==> src/hdl/dadc_pkg.sv <==
// Shared constants, carriers and helpers for the dual converter input logic.
// Assumes one system clock; all pins arrive synchronous to it.
package dadc_pkg;

  // ----------------------------------------
  // Sizes and edge counts
  // ----------------------------------------
  localparam int RES_BITS = 12;
  localparam int CODE_COUNT = 4096;
  localparam int CNT_W = 5;
  localparam logic [CNT_W-1:0] TRACK_RISE_EDGE = 5'h0d;
  localparam logic [CNT_W-1:0] RESULT_FALL_EDGE = 5'h0e;
  localparam logic [CNT_W-1:0] CNT_ZERO = 5'h00;
  localparam logic [CNT_W-1:0] CNT_ONE = 5'h01;
  localparam logic [2:0] SGL_ADDR_LAST = 3'h5;
  localparam logic [1:0] PAIR_LAST = 2'h2;
  localparam logic [2:0] LSB_UNITS_ONE = 3'h1;
  localparam logic [2:0] LSB_UNITS_TWO = 3'h2;
  localparam logic [2:0] LSB_UNITS_FOUR = 3'h4;
  localparam logic [2:0] INPUT_GND = 3'h7;

  // ----------------------------------------
  // Carriers
  // ----------------------------------------
  // Input numbers 0..5 stand for inputs 1..6 of each converter.
  typedef struct packed {
    logic single;
    logic pseudo;
    logic [2:0] pos_input;
    logic [2:0] neg_input;
    logic neg_gnd;
    logic addr_bad;
  } dadc_mux_t;

  typedef struct packed {
    logic single;
    logic pseudo;
    logic span_double;
  } dadc_cfg_t;

  typedef enum logic [1:0] {
    ST_IDLE,
    ST_HOLD,
    ST_RETRACK,
    ST_RESULT
  } dadc_state_t;

  // ----------------------------------------
  // Helpers
  // ----------------------------------------
  function automatic logic dadc_twos(input dadc_cfg_t c);
    return c.span_double | (~c.single & ~c.pseudo);
  endfunction

  // LSB size in units of the reference over the code count
  function automatic logic [2:0] dadc_lsb_units(input dadc_cfg_t c);
    logic [2:0] base;
    base = c.single ? LSB_UNITS_ONE : LSB_UNITS_TWO;
    if (c.span_double) begin
      return (base == LSB_UNITS_ONE) ? LSB_UNITS_TWO : LSB_UNITS_FOUR;
    end
    return base;
  endfunction

  // Raw converter code is offset binary; twos complement flips the top bit
  function automatic logic [RES_BITS-1:0] dadc_encode(input logic [RES_BITS-1:0] raw, input logic twos);
    return twos ? {~raw[RES_BITS-1], raw[RES_BITS-2:0]} : raw;
  endfunction

endpackage

==> src/hdl/dadc_input_ctrl.sv <==
// Input selection, sampling sequence and result coding of the dual converter.
// Assumes chip select and serial clock are synchronous levels, sampled here.
//
// Notes on behaviour
// - Low select: three pairs; high: six singles
// - Select changes take effect immediately
// - Mode change by address restarts acquisition
// - Address decodes single input or pair
// - Range low one reference, high double
// - Twos complement for full differential or doubled
// - Twelve bits, LSB is span over 4096
// - Sample both converters at chip select fall
// - Fourteen clocks complete and deliver result
`timescale 1ns/100ps
module dadc_input_ctrl
  import dadc_pkg::*;
(
  input wire logic sys_clk_i,
  input wire logic srst_i,
  input wire logic single_true_mode_a_select_i,
  input wire logic [2:0] chan_addr_i,
  input wire logic range_sel_i,
  input wire logic cs_n_i,
  input wire logic sclk_i,
  input wire logic [RES_BITS-1:0] conv_a_raw_i,
  input wire logic [RES_BITS-1:0] conv_b_raw_i,
  output dadc_mux_t mux_o,
  output logic span_double_o,
  output logic track_o,
  output logic sample_o,
  output logic acq_restart_o,
  output logic conv_corrupt_o,
  output dadc_cfg_t cfg_o,
  output logic twos_o,
  output logic [2:0] lsb_units_o,
  output logic result_valid_o,
  output logic [RES_BITS-1:0] result_a_o,
  output logic [RES_BITS-1:0] result_b_o
);

  // ----------------------------------------
  // Edge detection and live decode
  // ----------------------------------------
  dadc_mux_t mux_now;
  dadc_mux_t mux_reg;
  dadc_cfg_t cfg_reg;
  dadc_cfg_t cfg_next;
  dadc_state_t state_reg;
  logic cs_n_reg;
  logic sclk_reg;
  logic cs_fall;
  logic cs_rise;
  logic sclk_rise;
  logic sclk_fall;
  logic [CNT_W-1:0] rise_cnt_reg;
  logic [CNT_W-1:0] fall_cnt_reg;
  logic span_reg;
  logic sample_reg;
  logic restart_reg;
  logic corrupt_reg;
  logic valid_reg;
  logic twos_reg;
  logic [2:0] lsb_reg;
  logic [RES_BITS-1:0] held_a_reg;
  logic [RES_BITS-1:0] held_b_reg;
  logic [RES_BITS-1:0] res_a_reg;
  logic [RES_BITS-1:0] res_b_reg;
  logic converting;

  dadc_chan_decode u_decode (
    .single_true_mode_a_select_i(single_true_mode_a_select_i),
    .chan_addr_i(chan_addr_i),
    .mux_o(mux_now)
  );

  assign cs_fall = cs_n_reg & ~cs_n_i;
  assign cs_rise = ~cs_n_reg & cs_n_i;
  assign sclk_rise = ~sclk_reg & sclk_i;
  assign sclk_fall = sclk_reg & ~sclk_i;
  assign converting = (state_reg == ST_HOLD) || (state_reg == ST_RETRACK);
  assign cfg_next = '{single: single_true_mode_a_select_i, pseudo: mux_now.pseudo, span_double: range_sel_i};

  always_ff @(posedge sys_clk_i) begin
    if (srst_i) begin
      cs_n_reg <= 1'b1;
      sclk_reg <= 1'b0;
    end else begin
      cs_n_reg <= cs_n_i;
      sclk_reg <= sclk_i;
    end
  end

  // ----------------------------------------
  // Multiplexer setting follows the pins
  // ----------------------------------------
  // No shadowing here: a mid-conversion change reaches the switches at once
  always_ff @(posedge sys_clk_i) begin
    if (srst_i) begin
      mux_reg <= '0;
      span_reg <= 1'b0;
    end else begin
      mux_reg <= mux_now;
      span_reg <= range_sel_i;
    end
  end

  // Full versus pseudo flip by address alone restarts acquisition
  always_ff @(posedge sys_clk_i) begin
    if (srst_i) begin
      restart_reg <= 1'b0;
    end else begin
      restart_reg <= ~mux_now.single & ~mux_reg.single & (mux_now.pseudo != mux_reg.pseudo);
    end
  end

  // Sticky until next sample; a change at that same edge does not set it, as hold starts a cycle later
  always_ff @(posedge sys_clk_i) begin
    if (srst_i) begin
      corrupt_reg <= 1'b0;
    end else if (state_reg == ST_HOLD && mux_now.single != mux_reg.single) begin
      corrupt_reg <= 1'b1;
    end else if (cs_fall) begin
      corrupt_reg <= 1'b0;
    end
  end

  // ----------------------------------------
  // Conversion sequence
  // ----------------------------------------
  always_ff @(posedge sys_clk_i) begin
    if (srst_i) begin
      state_reg <= ST_IDLE;
    end else begin
      case (state_reg)
        ST_IDLE: begin
          if (cs_fall) begin
            state_reg <= ST_HOLD;
          end
        end
        ST_HOLD: begin
          if (cs_rise) begin
            state_reg <= ST_IDLE;
          end else if (sclk_rise && rise_cnt_reg + CNT_ONE == TRACK_RISE_EDGE) begin
            state_reg <= ST_RETRACK;
          end
        end
        ST_RETRACK: begin
          if (cs_rise) begin
            state_reg <= ST_IDLE;
          end else if (sclk_fall && fall_cnt_reg + CNT_ONE == RESULT_FALL_EDGE) begin
            state_reg <= ST_RESULT;
          end
        end
        default: begin
          if (cs_rise) begin
            state_reg <= ST_IDLE;
          end
        end
      endcase
    end
  end

  always_ff @(posedge sys_clk_i) begin
    if (srst_i || cs_fall) begin
      rise_cnt_reg <= CNT_ZERO;
      fall_cnt_reg <= CNT_ZERO;
    end else if (converting) begin
      if (sclk_rise) begin
        rise_cnt_reg <= rise_cnt_reg + CNT_ONE;
      end
      if (sclk_fall) begin
        fall_cnt_reg <= fall_cnt_reg + CNT_ONE;
      end
    end
  end

  // Configuration and both inputs frozen at the sampling instant
  always_ff @(posedge sys_clk_i) begin
    if (srst_i) begin
      cfg_reg <= '0;
      held_a_reg <= '0;
      held_b_reg <= '0;
      sample_reg <= 1'b0;
    end else begin
      sample_reg <= cs_fall;
      if (cs_fall) begin
        cfg_reg <= cfg_next;
        held_a_reg <= conv_a_raw_i;
        held_b_reg <= conv_b_raw_i;
      end
    end
  end

  // ----------------------------------------
  // Result coding
  // ----------------------------------------
  // Coding uses latched config, so late range edits cannot flip a result
  always_ff @(posedge sys_clk_i) begin
    if (srst_i) begin
      valid_reg <= 1'b0;
      twos_reg <= 1'b0;
      lsb_reg <= LSB_UNITS_ONE;
      res_a_reg <= '0;
      res_b_reg <= '0;
    end else if (state_reg == ST_RETRACK && !cs_rise && sclk_fall && fall_cnt_reg + CNT_ONE == RESULT_FALL_EDGE) begin
      valid_reg <= 1'b1;
      twos_reg <= dadc_twos(cfg_reg);
      lsb_reg <= dadc_lsb_units(cfg_reg);
      res_a_reg <= dadc_encode(held_a_reg, dadc_twos(cfg_reg));
      res_b_reg <= dadc_encode(held_b_reg, dadc_twos(cfg_reg));
    end else if (cs_rise || cs_fall) begin
      valid_reg <= 1'b0;
    end
  end

  assign mux_o = mux_reg;
  assign span_double_o = span_reg;
  assign track_o = ~converting | (state_reg == ST_RETRACK);
  assign sample_o = sample_reg;
  assign acq_restart_o = restart_reg;
  assign conv_corrupt_o = corrupt_reg;
  assign cfg_o = cfg_reg;
  assign twos_o = twos_reg;
  assign lsb_units_o = lsb_reg;
  assign result_valid_o = valid_reg;
  assign result_a_o = res_a_reg;
  assign result_b_o = res_b_reg;
endmodule // dadc_input_ctrl

==> src/hdl/dadc_chan_decode.sv <==
// Channel address and input type decode, shared by both converters.
// Assumes pins are static levels; purely combinational.
`timescale 1ns/100ps
module dadc_chan_decode
  import dadc_pkg::*;
(
  input wire logic single_true_mode_a_select_i,
  input wire logic [2:0] chan_addr_i,
  output dadc_mux_t mux_o
);

  // ----------------------------------------
  // Decode
  // ----------------------------------------
  always_comb begin
    mux_o = '0;
    mux_o.single = single_true_mode_a_select_i;
    if (single_true_mode_a_select_i) begin
      mux_o.neg_gnd = 1'b1;
      mux_o.neg_input = INPUT_GND;
      if (chan_addr_i > SGL_ADDR_LAST) begin
        // Unlisted codes park on the last input and raise a flag
        mux_o.pos_input = SGL_ADDR_LAST;
        mux_o.addr_bad = 1'b1;
      end else begin
        mux_o.pos_input = chan_addr_i;
      end
    end else begin
      mux_o.pseudo = chan_addr_i[0];
      if (chan_addr_i[2:1] > PAIR_LAST) begin
        mux_o.pos_input = {PAIR_LAST, 1'b0};
        mux_o.addr_bad = 1'b1;
      end else begin
        mux_o.pos_input = {chan_addr_i[2:1], 1'b0};
      end
      mux_o.neg_input = {mux_o.pos_input[2:1], 1'b1};
    end
  end

endmodule // dadc_chan_decode

==> config.mk <==
export PLATFORM = sky130hd
export DESIGN_NAME = dadc_input_ctrl
export DESIGN_NICKNAME = d
export VERILOG_FILES = /design/src/hdl/dadc_pkg.sv /design/src/hdl/dadc_input_ctrl.sv /design/src/hdl/dadc_chan_decode.sv
export SDC_FILE = /design/constraint.sdc
export NUM_CORES = 1
export LEC_CHECK = 0
export ABC_AREA = 1
export BUFFER_PORTS_ARGS = -buffer_cell sky130_fd_sc_hd__buf_2
export CORE_ASPECT_RATIO = 0.6
export CORE_UTILIZATION = 48
export CTS_BUF_LIST = sky130_fd_sc_hd__clkbuf_8
export CTS_CLUSTER_DIAMETER = 120
export DETAILED_ROUTE_END_ITERATION = 16
export HOLD_SLACK_MARGIN = 0.12
export PLACE_DENSITY = 0.76
export SLEW_MARGIN = 30
export SYNTH_ARGS = -nofsm -noshare
export SYNTH_HDL_FRONTEND = slang
export SYNTH_HIERARCHICAL = 1
export SYNTH_SLANG_ARGS = --single-unit
==> constraint.sdc <==
create_clock -name sys_clk_i -period 1.7 [get_ports sys_clk_i]
set_input_delay 0.085 -clock sys_clk_i [delete_from_list [all_inputs] [get_ports sys_clk_i]]
set_output_delay 0.085 -clock sys_clk_i [all_outputs]
set_load 0.005 [all_outputs]
* Word-level counts from Yosys, hierarchy flattened
Cells that the tools add are included.
** Storage, ports and cells
- Flip-flop bits (word level) :: 84
- Bits in latches :: 0
- Bits in writable memories :: 0
- Bits in read-only memories :: 0
- Output and inout bits :: 47
- Logic and storage cells :: 104
- Memories kept :: 0
** Operators by class
- Add/sub/neg operators :: 2
- Multipliers :: 0
- Div/mod/pow operators :: 0
- Order comparisons :: 2
- Eq/ne operators :: 10
- Shifts and indexed selects :: 0
- Muxes and demuxes :: 28
- Bitwise gates (word level) :: 20
- Reductions and logical operators :: 17
** Operators by type and width (count)
- $mux 12 :: 2
- $mux 3 :: 5
- $mux 2 :: 7
- $mux 1 :: 12
- $not 1->1 :: 11
- $add 5x1->5 const B :: 2
- $eq 5x4->1 const B :: 2
- $and 1x1->1 :: 7
- $logic_and 1x1->1 :: 6
- $mux 6 :: 1
- $pmux 2 s3 :: 1
- $eq 2x1->1 const B :: 2
- $reduce_and 2->1 :: 2
- $reduce_and 4->1 :: 1
- $reduce_bool 2->1 :: 2
- $reduce_bool 4->1 :: 1
- $gt 3x3->1 const B :: 1
- $logic_or 1x1->1 :: 3
- $ne 3x2->1 const B :: 1
- $ne 3x3->1 const B :: 1
- $eq 2x2->1 const B :: 1
- $gt 2x2->1 const B :: 1
- $logic_not 2->1 :: 1
- $ne 1x1->1 :: 2
- other kinds (3) :: 4

* Logic depth before layout (Yosys ltp)
Gate-level depths: netlist (run 1).
- Word-level depth :: 9
- Mapped depth :: 11
- Gate-level depth less buffers :: 11

* Hierarchy
Netlist (run 1), hierarchy kept.
** By module, submodules not included
- dadc_input_ctrl :: times used 1, cells each 365, area an instance 3178.0 um2, seq. area each 1681.6 um2
- dadc_chan_decode :: times used 1, cells each 15, area an instance 78.8 um2, seq. area each 0.0 um2

* Worst setup path before layout (run 1)
OpenSTA, ideal clock, no wires.
- Kind :: register -> register
- Start point :: register fall_cnt_reg[0]
- End point :: register twos_reg (netlist: twos_o)
- Arrival :: 1.374 ns
- Path slack :: 0.210 ns
- Stages on the path, launching flop included :: 10
- Buffers on the path :: 1
- Period minus slack after synthesis :: 1.490 ns
- Path through :: dfxtp_1 > ha_1 > inv_1 > nand2_1 > nand2_2 > nor2_4 > nand4_4 > buf_2 > o21ai_0 > nor2_1
** Between the ends
- Cells in the longest elaborated chain, start to end :: 3
** RTL lines
- start: declaration :: RTL line dadc_input_ctrl.sv:56 : logic [CNT_W-1:0] fall_cnt_reg;
- start signal: assignment :: RTL line dadc_input_ctrl.sv:172 : fall_cnt_reg <= fall_cnt_reg + CNT_ONE;
- $add 5x1->5 :: RTL line dadc_input_ctrl.sv:205 : end else if (state_reg == ST_RETRACK && !cs_rise && sclk_fall && fall_cnt_reg + CNT_ONE == RESULT_FALL_EDGE) b ...
- $eq 5x4->1 :: RTL line dadc_input_ctrl.sv:205
- $logic_and 1x1->1 :: RTL line dadc_input_ctrl.sv:205
- end signal: assignment :: RTL line dadc_input_ctrl.sv:207 : twos_reg <= dadc_twos(cfg_reg);
- end: declaration :: RTL line dadc_input_ctrl.sv:62 : logic twos_reg;
Every way passes these cells.
A chain may end at the register's enable or synchronous reset.

* Worst setup path in the final report (run 1)
- Start point :: register fall_cnt_reg[0]
- End point :: register res_a_reg[8] (netlist: result_a_o[8])
** Between the ends
- Cells in the longest elaborated chain, start to end :: 3
** RTL lines
- $add 5x1->5 :: RTL line dadc_input_ctrl.sv:205
- $eq 5x4->1 :: RTL line dadc_input_ctrl.sv:205
- $logic_and 1x1->1 :: RTL line dadc_input_ctrl.sv:205
- end signal: assignment :: RTL line dadc_input_ctrl.sv:209 : res_a_reg <= dadc_encode(held_a_reg, dadc_twos(cfg_reg));
- end: declaration :: RTL line dadc_input_ctrl.sv:66 : logic [RES_BITS-1:0] res_a_reg;
Every way passes these cells.

==> results of run 1 <==
## metal layers
layer / up-vias / track usage [%]
li1: 1457 / -
met2: 81 / 36.4
met5: - / 0
met3: 14 / 6.60
met4: 0 / 10.1
met1: 1309 / 30.0
## worst register-to-register path: stages (launching register included)
cell and delay (ns):
dfxtp_2 0.38, ha_2 0.21, inv_1 0.04, nand2_1 0.07, nand2_2 0.07, nor2_4 0.11, nand4_4 0.16, buf_12 0.20
o21ai_0 0.18, nor2_1 0.06
## cell usage in the layout (no fill, tap or decap), drive strengths merged
master       Yosys  routed
bufinv           0       1
nand3           11      11
ha              14      14
o211ai           2       2
xor2             1       1
buf             10      89
or2              1       1
o22ai            1       1
nor3             1       1
o21ai           40      40
nand2           29      29
conb             1       1
dfxtp           84      84
xnor2            2       2
dlygate4sd3      0      37
clkinv           1       1
a32o             1       1
nor2            76      76
a21oi           14      14
inv             51      53
clkbuf           9      13
a22o            24      24
nand4            7       7
## cells by family after synthesis
group,Yosys count,share of synthesized area [%]
xor+xnor,3,0.807
compound gates,82,16.3
buf+inv,71,9.45
fa+ha+maj,14,5.38
flops,84,51.6
other cells,1,0.115
simple gates,125,16.3
## what timing repair did
item / in CTS / in global routing
endpoints found under the setup margin: 1 / 28
hold buffers: 37 / 0
hold endpoints to repair: 41 / 0
gates resized for setup: 1 / 10
## area by class of cell
type / instances / area, um^2 / area share (%)
clock buffers: 13 / 179 / 4.11
clock inverters: 3 / 42.5 / 0.978
inverters: 52 / 196 / 4.52
multi-input cells: 225 / 1270 / 29.3
flip-flops and latches: 84 / 1690 / 38.8
well taps: 84 / 105 / 2.42
repair buffers: 126 / 866 / 19.9
## where the power goes
part	internal (uW)	total (uW)	switching (uW)
combinational	329	737	408
clock	840	1510	674
sequential	2070	2150	74.5
total	3240	4400	1160
## through the flow
stage	cells	instance area (um^2)	setup slack (ns)	power (uW)	hold slack, ns
2_1_floorplan	380	3260	0.210	2640	0.194
3_3_place_gp	534	3750	0.129	2820	0.294
3_5_place_dp	534	3750	0.0651	2850	0.298
4_1_cts	587	4340	0.0211	4420	0.453
5_1_grt	587	4350	0.00244	4680	0.461
6_report	587	4350	0.125	4400	0.464
## worst max-delay path by stage
| stage | slack (ns) | endpoint | cells past startpoint | from |
|---|---|---|---|---|
| global route | 0.002 | result_a_o[11]$_SDFFE_PP0P_ | 9 | cs_n_reg$_SDFF_PP1_ |
| global placement | 0.13 | lsb_units_o[1]$_SDFFE_PP0P_ | 9 | fall_cnt_reg[0]$_SDFFE_PP0P_ |
| CTS | 0.02 | result_a_o[0]$_SDFFE_PP0P_ | 9 | fall_cnt_reg[1]$_SDFFE_PP0P_ |
| finish | 0.13 | result_a_o[8]$_SDFFE_PP0P_ | 9 | fall_cnt_reg[0]$_SDFFE_PP0P_ |
| detailed placement | 0.07 | result_a_o[8]$_SDFFE_PP0P_ | 9 | fall_cnt_reg[0]$_SDFFE_PP0P_ |
| floorplan | 0.21 | twos_o$_SDFFE_PP0P_ | 9 | fall_cnt_reg[0]$_SDFFE_PP0P_ |
==> results by group, run 1 <==
CTS
  – H-tree levels: 3
  – Clk_lat worst skew: 0.35 ns
  – Worst-path clk slew: 0.08 ns
  – Longest Clk Path Bufs: 2
  – Clock root cell: clkbuf_8
  – CTS sink cnt: 84
  – Post-CTS Setup Bufs: 0
  – CTS tree: done
  – CTS Buf Count: 9

Drt
  – Via count: 2861
  – Final WL: around 7400 um
  – # DRC: 0
  – M1 wire length: 3450 um
  – Vias/cell: 4.87
  – Routed wl met3: 459 um
  – DR top layer: met4
  – Initial DRT Pass Iterations: 4
  – Wire length on met2: around 3300 um
  – Average wire per standard cell: 12.6 um
  – 1st-iter DRT viols: 119
  – Detail Route Antenna Nets: 0

STA
  – Highest Clock Rate: 0.635 GHz
  – Unrepaired setup endpoints after global routing: no
  – Max Slew Vio Count: 0
  – Setup TNS Final: 0 ns
  – Slew headroom: between 50 and 60%
  – Final Hold Vio Count: 0
  – Worst-Margin Slew: 0.614 ns
  – Clock skew: around 0.0055 ns
  – Final Setup Violations: 0
  – Final Cycle Share: 92.6%
  – Final min period: 1.57 ns

Critical path
  – CP Cell Sequence: ha_2, inv_1, nand2_1, nand2_2, nor2_4, nand4_4, buf_12, o21ai_0, nor2_1
  – Crit start category: flip-flop
  – Max stage delay on crit path: 0.38 ns
  – Max FO, Critical Path: 23
  – Worst reg2reg endpoint: result_a_o[8]$_SDFFE_PP0P_
  – Worst R2R Path Depth: 9
  – Critical path type: flip-flop to flip-flop
  – Crit path DAT: 1.83 ns
  – Crit path buf inv count: 2
  – Top delay family on crit path: simple AND/OR/NAND/NOR gates
  – Reg2reg start: fall_cnt_reg[0]$_SDFFE_PP0P_
  – CP Capture Type: flip-flop
  – Crit path required time: 1.95 ns
  – Reg2reg setup slack: approximately 0.13 ns
  – CP max-delay cell: dfxtp_2

Floorplan
  – Die outline area: 7130 um^2
  – Initial cell density of the core: roughly half
  – Placeable Area: roughly 6300 um^2
  – Die W: approximately 110 um
  – Die height: 65.8 um
  – Row cnt: 22
  – IO Pins: 80

Global route
  – GRT Util Overall: 23.2%
  – Total global routing overflow: 0
  – Initial antenna violation count: 0
  – Vias in the first global route: 2665
  – Largest net degree at the start of global routing: 34
  – Global-route wire length before repair: 12300 um

Finish
  – Area grow syn2layout: 33.5%
  – Util after Layout: 68.7%
  – Number of fill cells in the layout: about 500
  – Share of post-route cells with drive strength above 1: 23.9%
  – N_diodes: 0
  – Nets: ~550

Logic synthesis
  – Net Count, Synth: 427
  – Post-synth ARST share: 0%
  – Count leader, synth: dfxtp_1
  – Synth top area share: 51.6%
  – Ys flop type: dfxtp_1
  – Number of synthesized flops with an enable pin: 0
  – Syn_area_per_cell: 8.57 um^2
  – Synth area leader: dfxtp_1
  – Area contributors post-synth: dfxtp_1, nor2_1, a22o_1
  – Yosys cell types: 29
  – Post-Syn Instances: 380
  – Sequential area share after synthesis: 51.6%
  – Synthesized flop and latch total: 84
  – Syn Std Cell Area: 3260 um^2
  – Synth top cells by count: dfxtp_1, nor2_1, inv_1
  – Yosys synthesis warning count: 6

Placed design
  – Placer Congestion: a little over 0.8
  – Port bufs: 79
  – Dpl hpwl: 4940 um

Run
  – # Max-Cap Violations: 0

Run status
  – Outcome: completed

Power
  – Leak Pwr: 0.00209 uW
  – PwrDens: roughly 1000 nW/um^2
  – Peak supply drop: between 500 and 600 uV

Worst hold path
  – Cell count of the worst hold path: 2
  – HP Start: result_valid_o$_SDFFE_PP0P_
  – WHS Endpoint: result_valid_o$_SDFFE_PP0P_
  – Hold crit path type: flip-flop to flip-flop
Power figures use the tool's default switching activity.
==> run 2: changes to the inputs <==
Settings changed: SYNTH_HIERARCHICAL 1 to not set.
==> run 2 against run 1 <==
Design area decreased by 0.11%; flip-flop and latch count decreased by 1; power increased by 5.9%; die area decreased by 2.1%; clock-buffer cell count decreased by 4; cell count decreased by 3.1%; synthesized cell count decreased by 4.7%; clock skew increased by 0.0046 ns; critical path depth unchanged; clock power increased by 15%; synthesized area decreased by 2.2%; global-route usage decreased by 1.3 points; largest power group unchanged; highest routed layer unchanged.
==> results by group, run 2 <==
Critical path
  – CP Capture Type: flip-flop (unchanged)
  – Crit path required time: 1.95 ns (about the same)
  – Crit path DAT: 1.83 ns (about the same)
  – CP max-delay cell: dfxtp_2 (unchanged)
  – CP Cell Sequence: ha_4, inv_1, nand2_1, nand3_1, nor2_4, nand4_4, buf_12, o21ai_0, a21oi_1 (was ha_2, inv_1, nand2_1, nand2_2, nor2_4, nand4_4, buf_12, o21ai_0, nor2_1)
  – Max stage delay on crit path: 0.38 ns (about the same)
  – Crit start category: flip-flop (unchanged)
  – Worst R2R Path Depth: 9 (unchanged)
  – Max FO, Critical Path: 29 (was 23)
  – Critical path type: flip-flop to flip-flop (unchanged)

STA
  – Hold_ws: 0.442 ns (was 0.464 ns)
  – Worst-Margin Slew: 0.447 ns (was 0.614 ns)
  – Unrepaired setup endpoints after global routing: no (unchanged)
  – Max Slew Vio Count: 0 (unchanged)
  – Final Cycle Share: 92.8% (was 92.6%)
  – Highest Clock Rate: 0.634 GHz (was 0.635 GHz)
  – Final Hold Vio Count: 0 (unchanged)
  – Clock skew: 0.0101 ns (was 0.00553 ns)
  – Final min period: 1.58 ns (was 1.57 ns)
  – Setup TNS Final: 0 ns (unchanged)
  – Slew headroom: 69.9% (was 58.7%)
  – Final Setup Violations: 0 (unchanged)

CTS
  – CTS Buf Count: 9 (unchanged)
  – Clock root cell: clkbuf_8 (unchanged)
  – CTS tree: done (unchanged)
  – H-tree levels: 3 (unchanged)
  – CTS sink cnt: 83 (was 84)
  – Clk_lat worst skew: 0.37 ns (was 0.35 ns)
  – Longest Clk Path Bufs: 2 (unchanged)
  – Worst-path clk slew: 0.09 ns (was 0.08 ns)

Global route
  – Vias in the first global route: 2483 (was 2665)
  – M2 GR Usage: 32.7% (was 36.4%)
  – Met3 GRT Util: 7.64% (was 6.60%)
  – Busiest layer in global routing: met2 (unchanged)
  – GRT Util Overall: 21.9% (was 23.2%)
  – Largest net degree at the start of global routing: 58 (was 34)
  – Met1 usage in global routing: 28.1% (was 30.0%)
  – Initial antenna violation count: 0 (unchanged)
  – Global-route wire length before repair: 11500 um (was 12300 um)
  – Total global routing overflow: 0 (unchanged)

Logic synthesis
  – Syn Std Cell Area: 3190 um^2 (was 3260 um^2)
  – Area contributors post-synth: dfxtp_1, inv_1, a22o_1 (was dfxtp_1, nor2_1, a22o_1)
  – Synthesized flop and latch total: 83 (was 84)
  – Synth area leader: dfxtp_1 (unchanged)
  – Count leader, synth: dfxtp_1 (unchanged)
  – Yosys synthesis warning count: 0 (was 6)
  – Ys flop type: dfxtp_1 (unchanged)
  – Synth top cells by count: dfxtp_1, inv_1, a21oi_1 (was dfxtp_1, nor2_1, inv_1)
  – Yosys cell types: 27 (was 29)
  – Synth top area share: 52.2% (was 51.6%)
  – Adder-cell share of the synthesized area: 5.50% (was 5.38%)
  – Net Count, Synth: 409 (was 427)
  – XOR/XNOR Fraction of Synth Area: 0.825% (was 0.807%)
  – Post-synthesis compound-gate area fraction: 20.4% (was 16.3%)
  – Syn_area_per_cell: 8.80 um^2 (was 8.57 um^2)
  – Largest family of logic cells by synthesized area: compound AO/OA/AOI/OAI gates (was simple AND/OR/NAND/NOR gates)
  – Sequential area share after synthesis: 52.2% (was 51.6%)
  – Simple-gate area share of the yosys netlist: 9.86% (was 16.3%)
  – Multiplexer share of the synthesized area: 0% (unchanged)
  – Number of synthesized flops with an enable pin: 0 (unchanged)
  – Post-synth ARST share: 0% (unchanged)
  – Post-Syn Instances: 362 (was 380)

Floorplan
  – Initial cell density of the core: 51.0% (was 51.4%)
  – Die outline area: 6980 um^2 (was 7130 um^2)
  – Placeable Area: 6250 um^2 (was 6330 um^2)
  – Die height: 65.1 um (was 65.8 um)
  – Die W: 107 um (was 108 um)
  – IO Pins: 80 (unchanged)
  – Row cnt: 22 (unchanged)

Drt
  – Vias/cell: 4.90 (was 4.87)
  – Via count: 2789 (was 2861)
  – # DRC: 0 (unchanged)
  – Final WL: 7400 um (about the same)
  – Detail Route Antenna Nets: 0 (unchanged)
  – Initial DRT Pass Iterations: 4 (unchanged)
  – Average wire per standard cell: 13.0 um (was 12.6 um)
  – 1st-iter DRT viols: 122 (was 119)

Power
  – PwrDens: 1070 nW/um^2 (was 1010 nW/um^2)
  – Peak supply drop: 943 uV (was 587 uV)
  – Total power: 4660 uW (was 4400 uW)
  – Leak Pwr: 0.00199 uW (was 0.00209 uW)

Placed design
  – Port bufs: 79 (unchanged)
  – Dpl hpwl: 4700 um (was 4940 um)
  – Placer Congestion: 0.820 (was 0.822)

Finish
  – Area grow syn2layout: 36.4% (was 33.5%)
  – N_diodes: 0 (unchanged)
  – Most frequent cells in the layout: dfxtp_1, buf_2, inv_1 (was dfxtp_1, buf_2, nor2_1)
  – Share of post-route cells with drive strength above 1: 24.7% (was 23.9%)
  – Most common cell after layout, fill and taps aside: dfxtp_1 (unchanged)
  – Number of fill cells in the layout: 498 (was 496)
  – Nets: 527 (was 545)

Worst hold path
  – Hold crit path type: flip-flop to flip-flop (unchanged)
  – Cell count of the worst hold path: 2 (unchanged)

Run status
  – Outcome: completed (unchanged)

Run
  – # Max-Cap Violations: 0 (unchanged)
[run 2: cell types whose count changed after synthesis, sizes merged, moves of 2 or more]
| cell | before | now |
|---|---|---|
| inv | 51 | 70 |
| buf | 10 | 6 |
| xor2 | 1 | 3 |
| a21oi | 14 | 39 |
| xnor2 | 2 | 0 |
| nor2 | 76 | 22 |
| nand3 | 11 | 9 |
| o21ai | 40 | 36 |
[run 2: timing repair]
| item | in CTS | in global routing |
|---|---|---|
| buffers inserted | 0 | 0 |
| endpoints found under the hold margin | 40 | 0 |
| gates resized for setup | 0 | 16 |
| endpoints found under the setup margin | 0 | 33 |
| hold buffers | 35 | 0 |
[run 2: report_power, final]
| group | total, uW | leakage [uW] | internal [uW] | switching, uW |
|---|---|---|---|---|
| registers | 2120 | 0.000678 | 2050 | 72.5 |
| logic | 810 | 0.00119 | 363 | 447 |
| clock network | 1730 | 0.000120 | 985 | 745 |
| total | 4660 | 0.00199 | 3400 | 1260 |
[run 2: cells by family after synthesis]
group,after synthesis
buffers and inverters,86
DFF,83
adders and majority gates,14
AOI/OAI and AO/OA,107
and+or+nand+nor,69
xor gates and xnor gates,3
[run 2: worst max-delay path: cells and delay by family, from the launching register on]
kind,cells,cell delay (ns)
compound gates,2,0.23
fa+ha+maj,1,0.16
buf+inv,2,0.25
flops,1,0.38
simple gates,4,0.46
[run 2: area by class of cell]
cell class / instances / area, um^2 / area share, %
clock buffer: 9 / 124 / 2.85
clock inverter: 7 / 124 / 2.85
inverter: 70 / 263 / 6.05
multi-input combinational: 193 / 1210 / 27.8
sequential: 83 / 1660 / 38.3
tap: 84 / 105 / 2.42
timing repair buffer: 123 / 856 / 19.7
[run 2: worst paths after layout]
| kind | start | slack [ns] | to |
|---|---|---|---|
| min | result_b_o[6]$_SDFFE_PP0P_ | 0.44 | result_b_o[6]$_SDFFE_PP0P_ |
| max reg2reg | fall_cnt_reg[1]$_SDFFE_PP0P_ | 0.12 | result_a_o[1]$_SDFFE_PP0P_ |
| min reg2reg | result_b_o[6]$_SDFFE_PP0P_ | 0.44 | result_b_o[6]$_SDFFE_PP0P_ |
| max | fall_cnt_reg[1]$_SDFFE_PP0P_ | 0.12 | result_a_o[1]$_SDFFE_PP0P_ |
[run 2: through the flow]
stage | util [%] | setup slack, ns | instance area [um^2] | std cells
4_1_cts | 68.5 | 0.0613 | 4280 | 568
3_3_place_gp | 58.9 | 0.0953 | 3680 | 517
3_5_place_dp | 58.9 | 0.0638 | 3680 | 517
6_report | 69.5 | 0.122 | 4340 | 569
2_1_floorplan | - | 0.170 | 3190 | 362
5_1_grt | 69.5 | 0.00410 | 4340 | 569
[run 2: metal layers]
layer  vias to the layer above  share of wire (%)
met3                        14                6.5
met4                         0                1.8
li1                       1428                  -
met2                        78                 44
met5                         -                  0
met1                      1269                 48
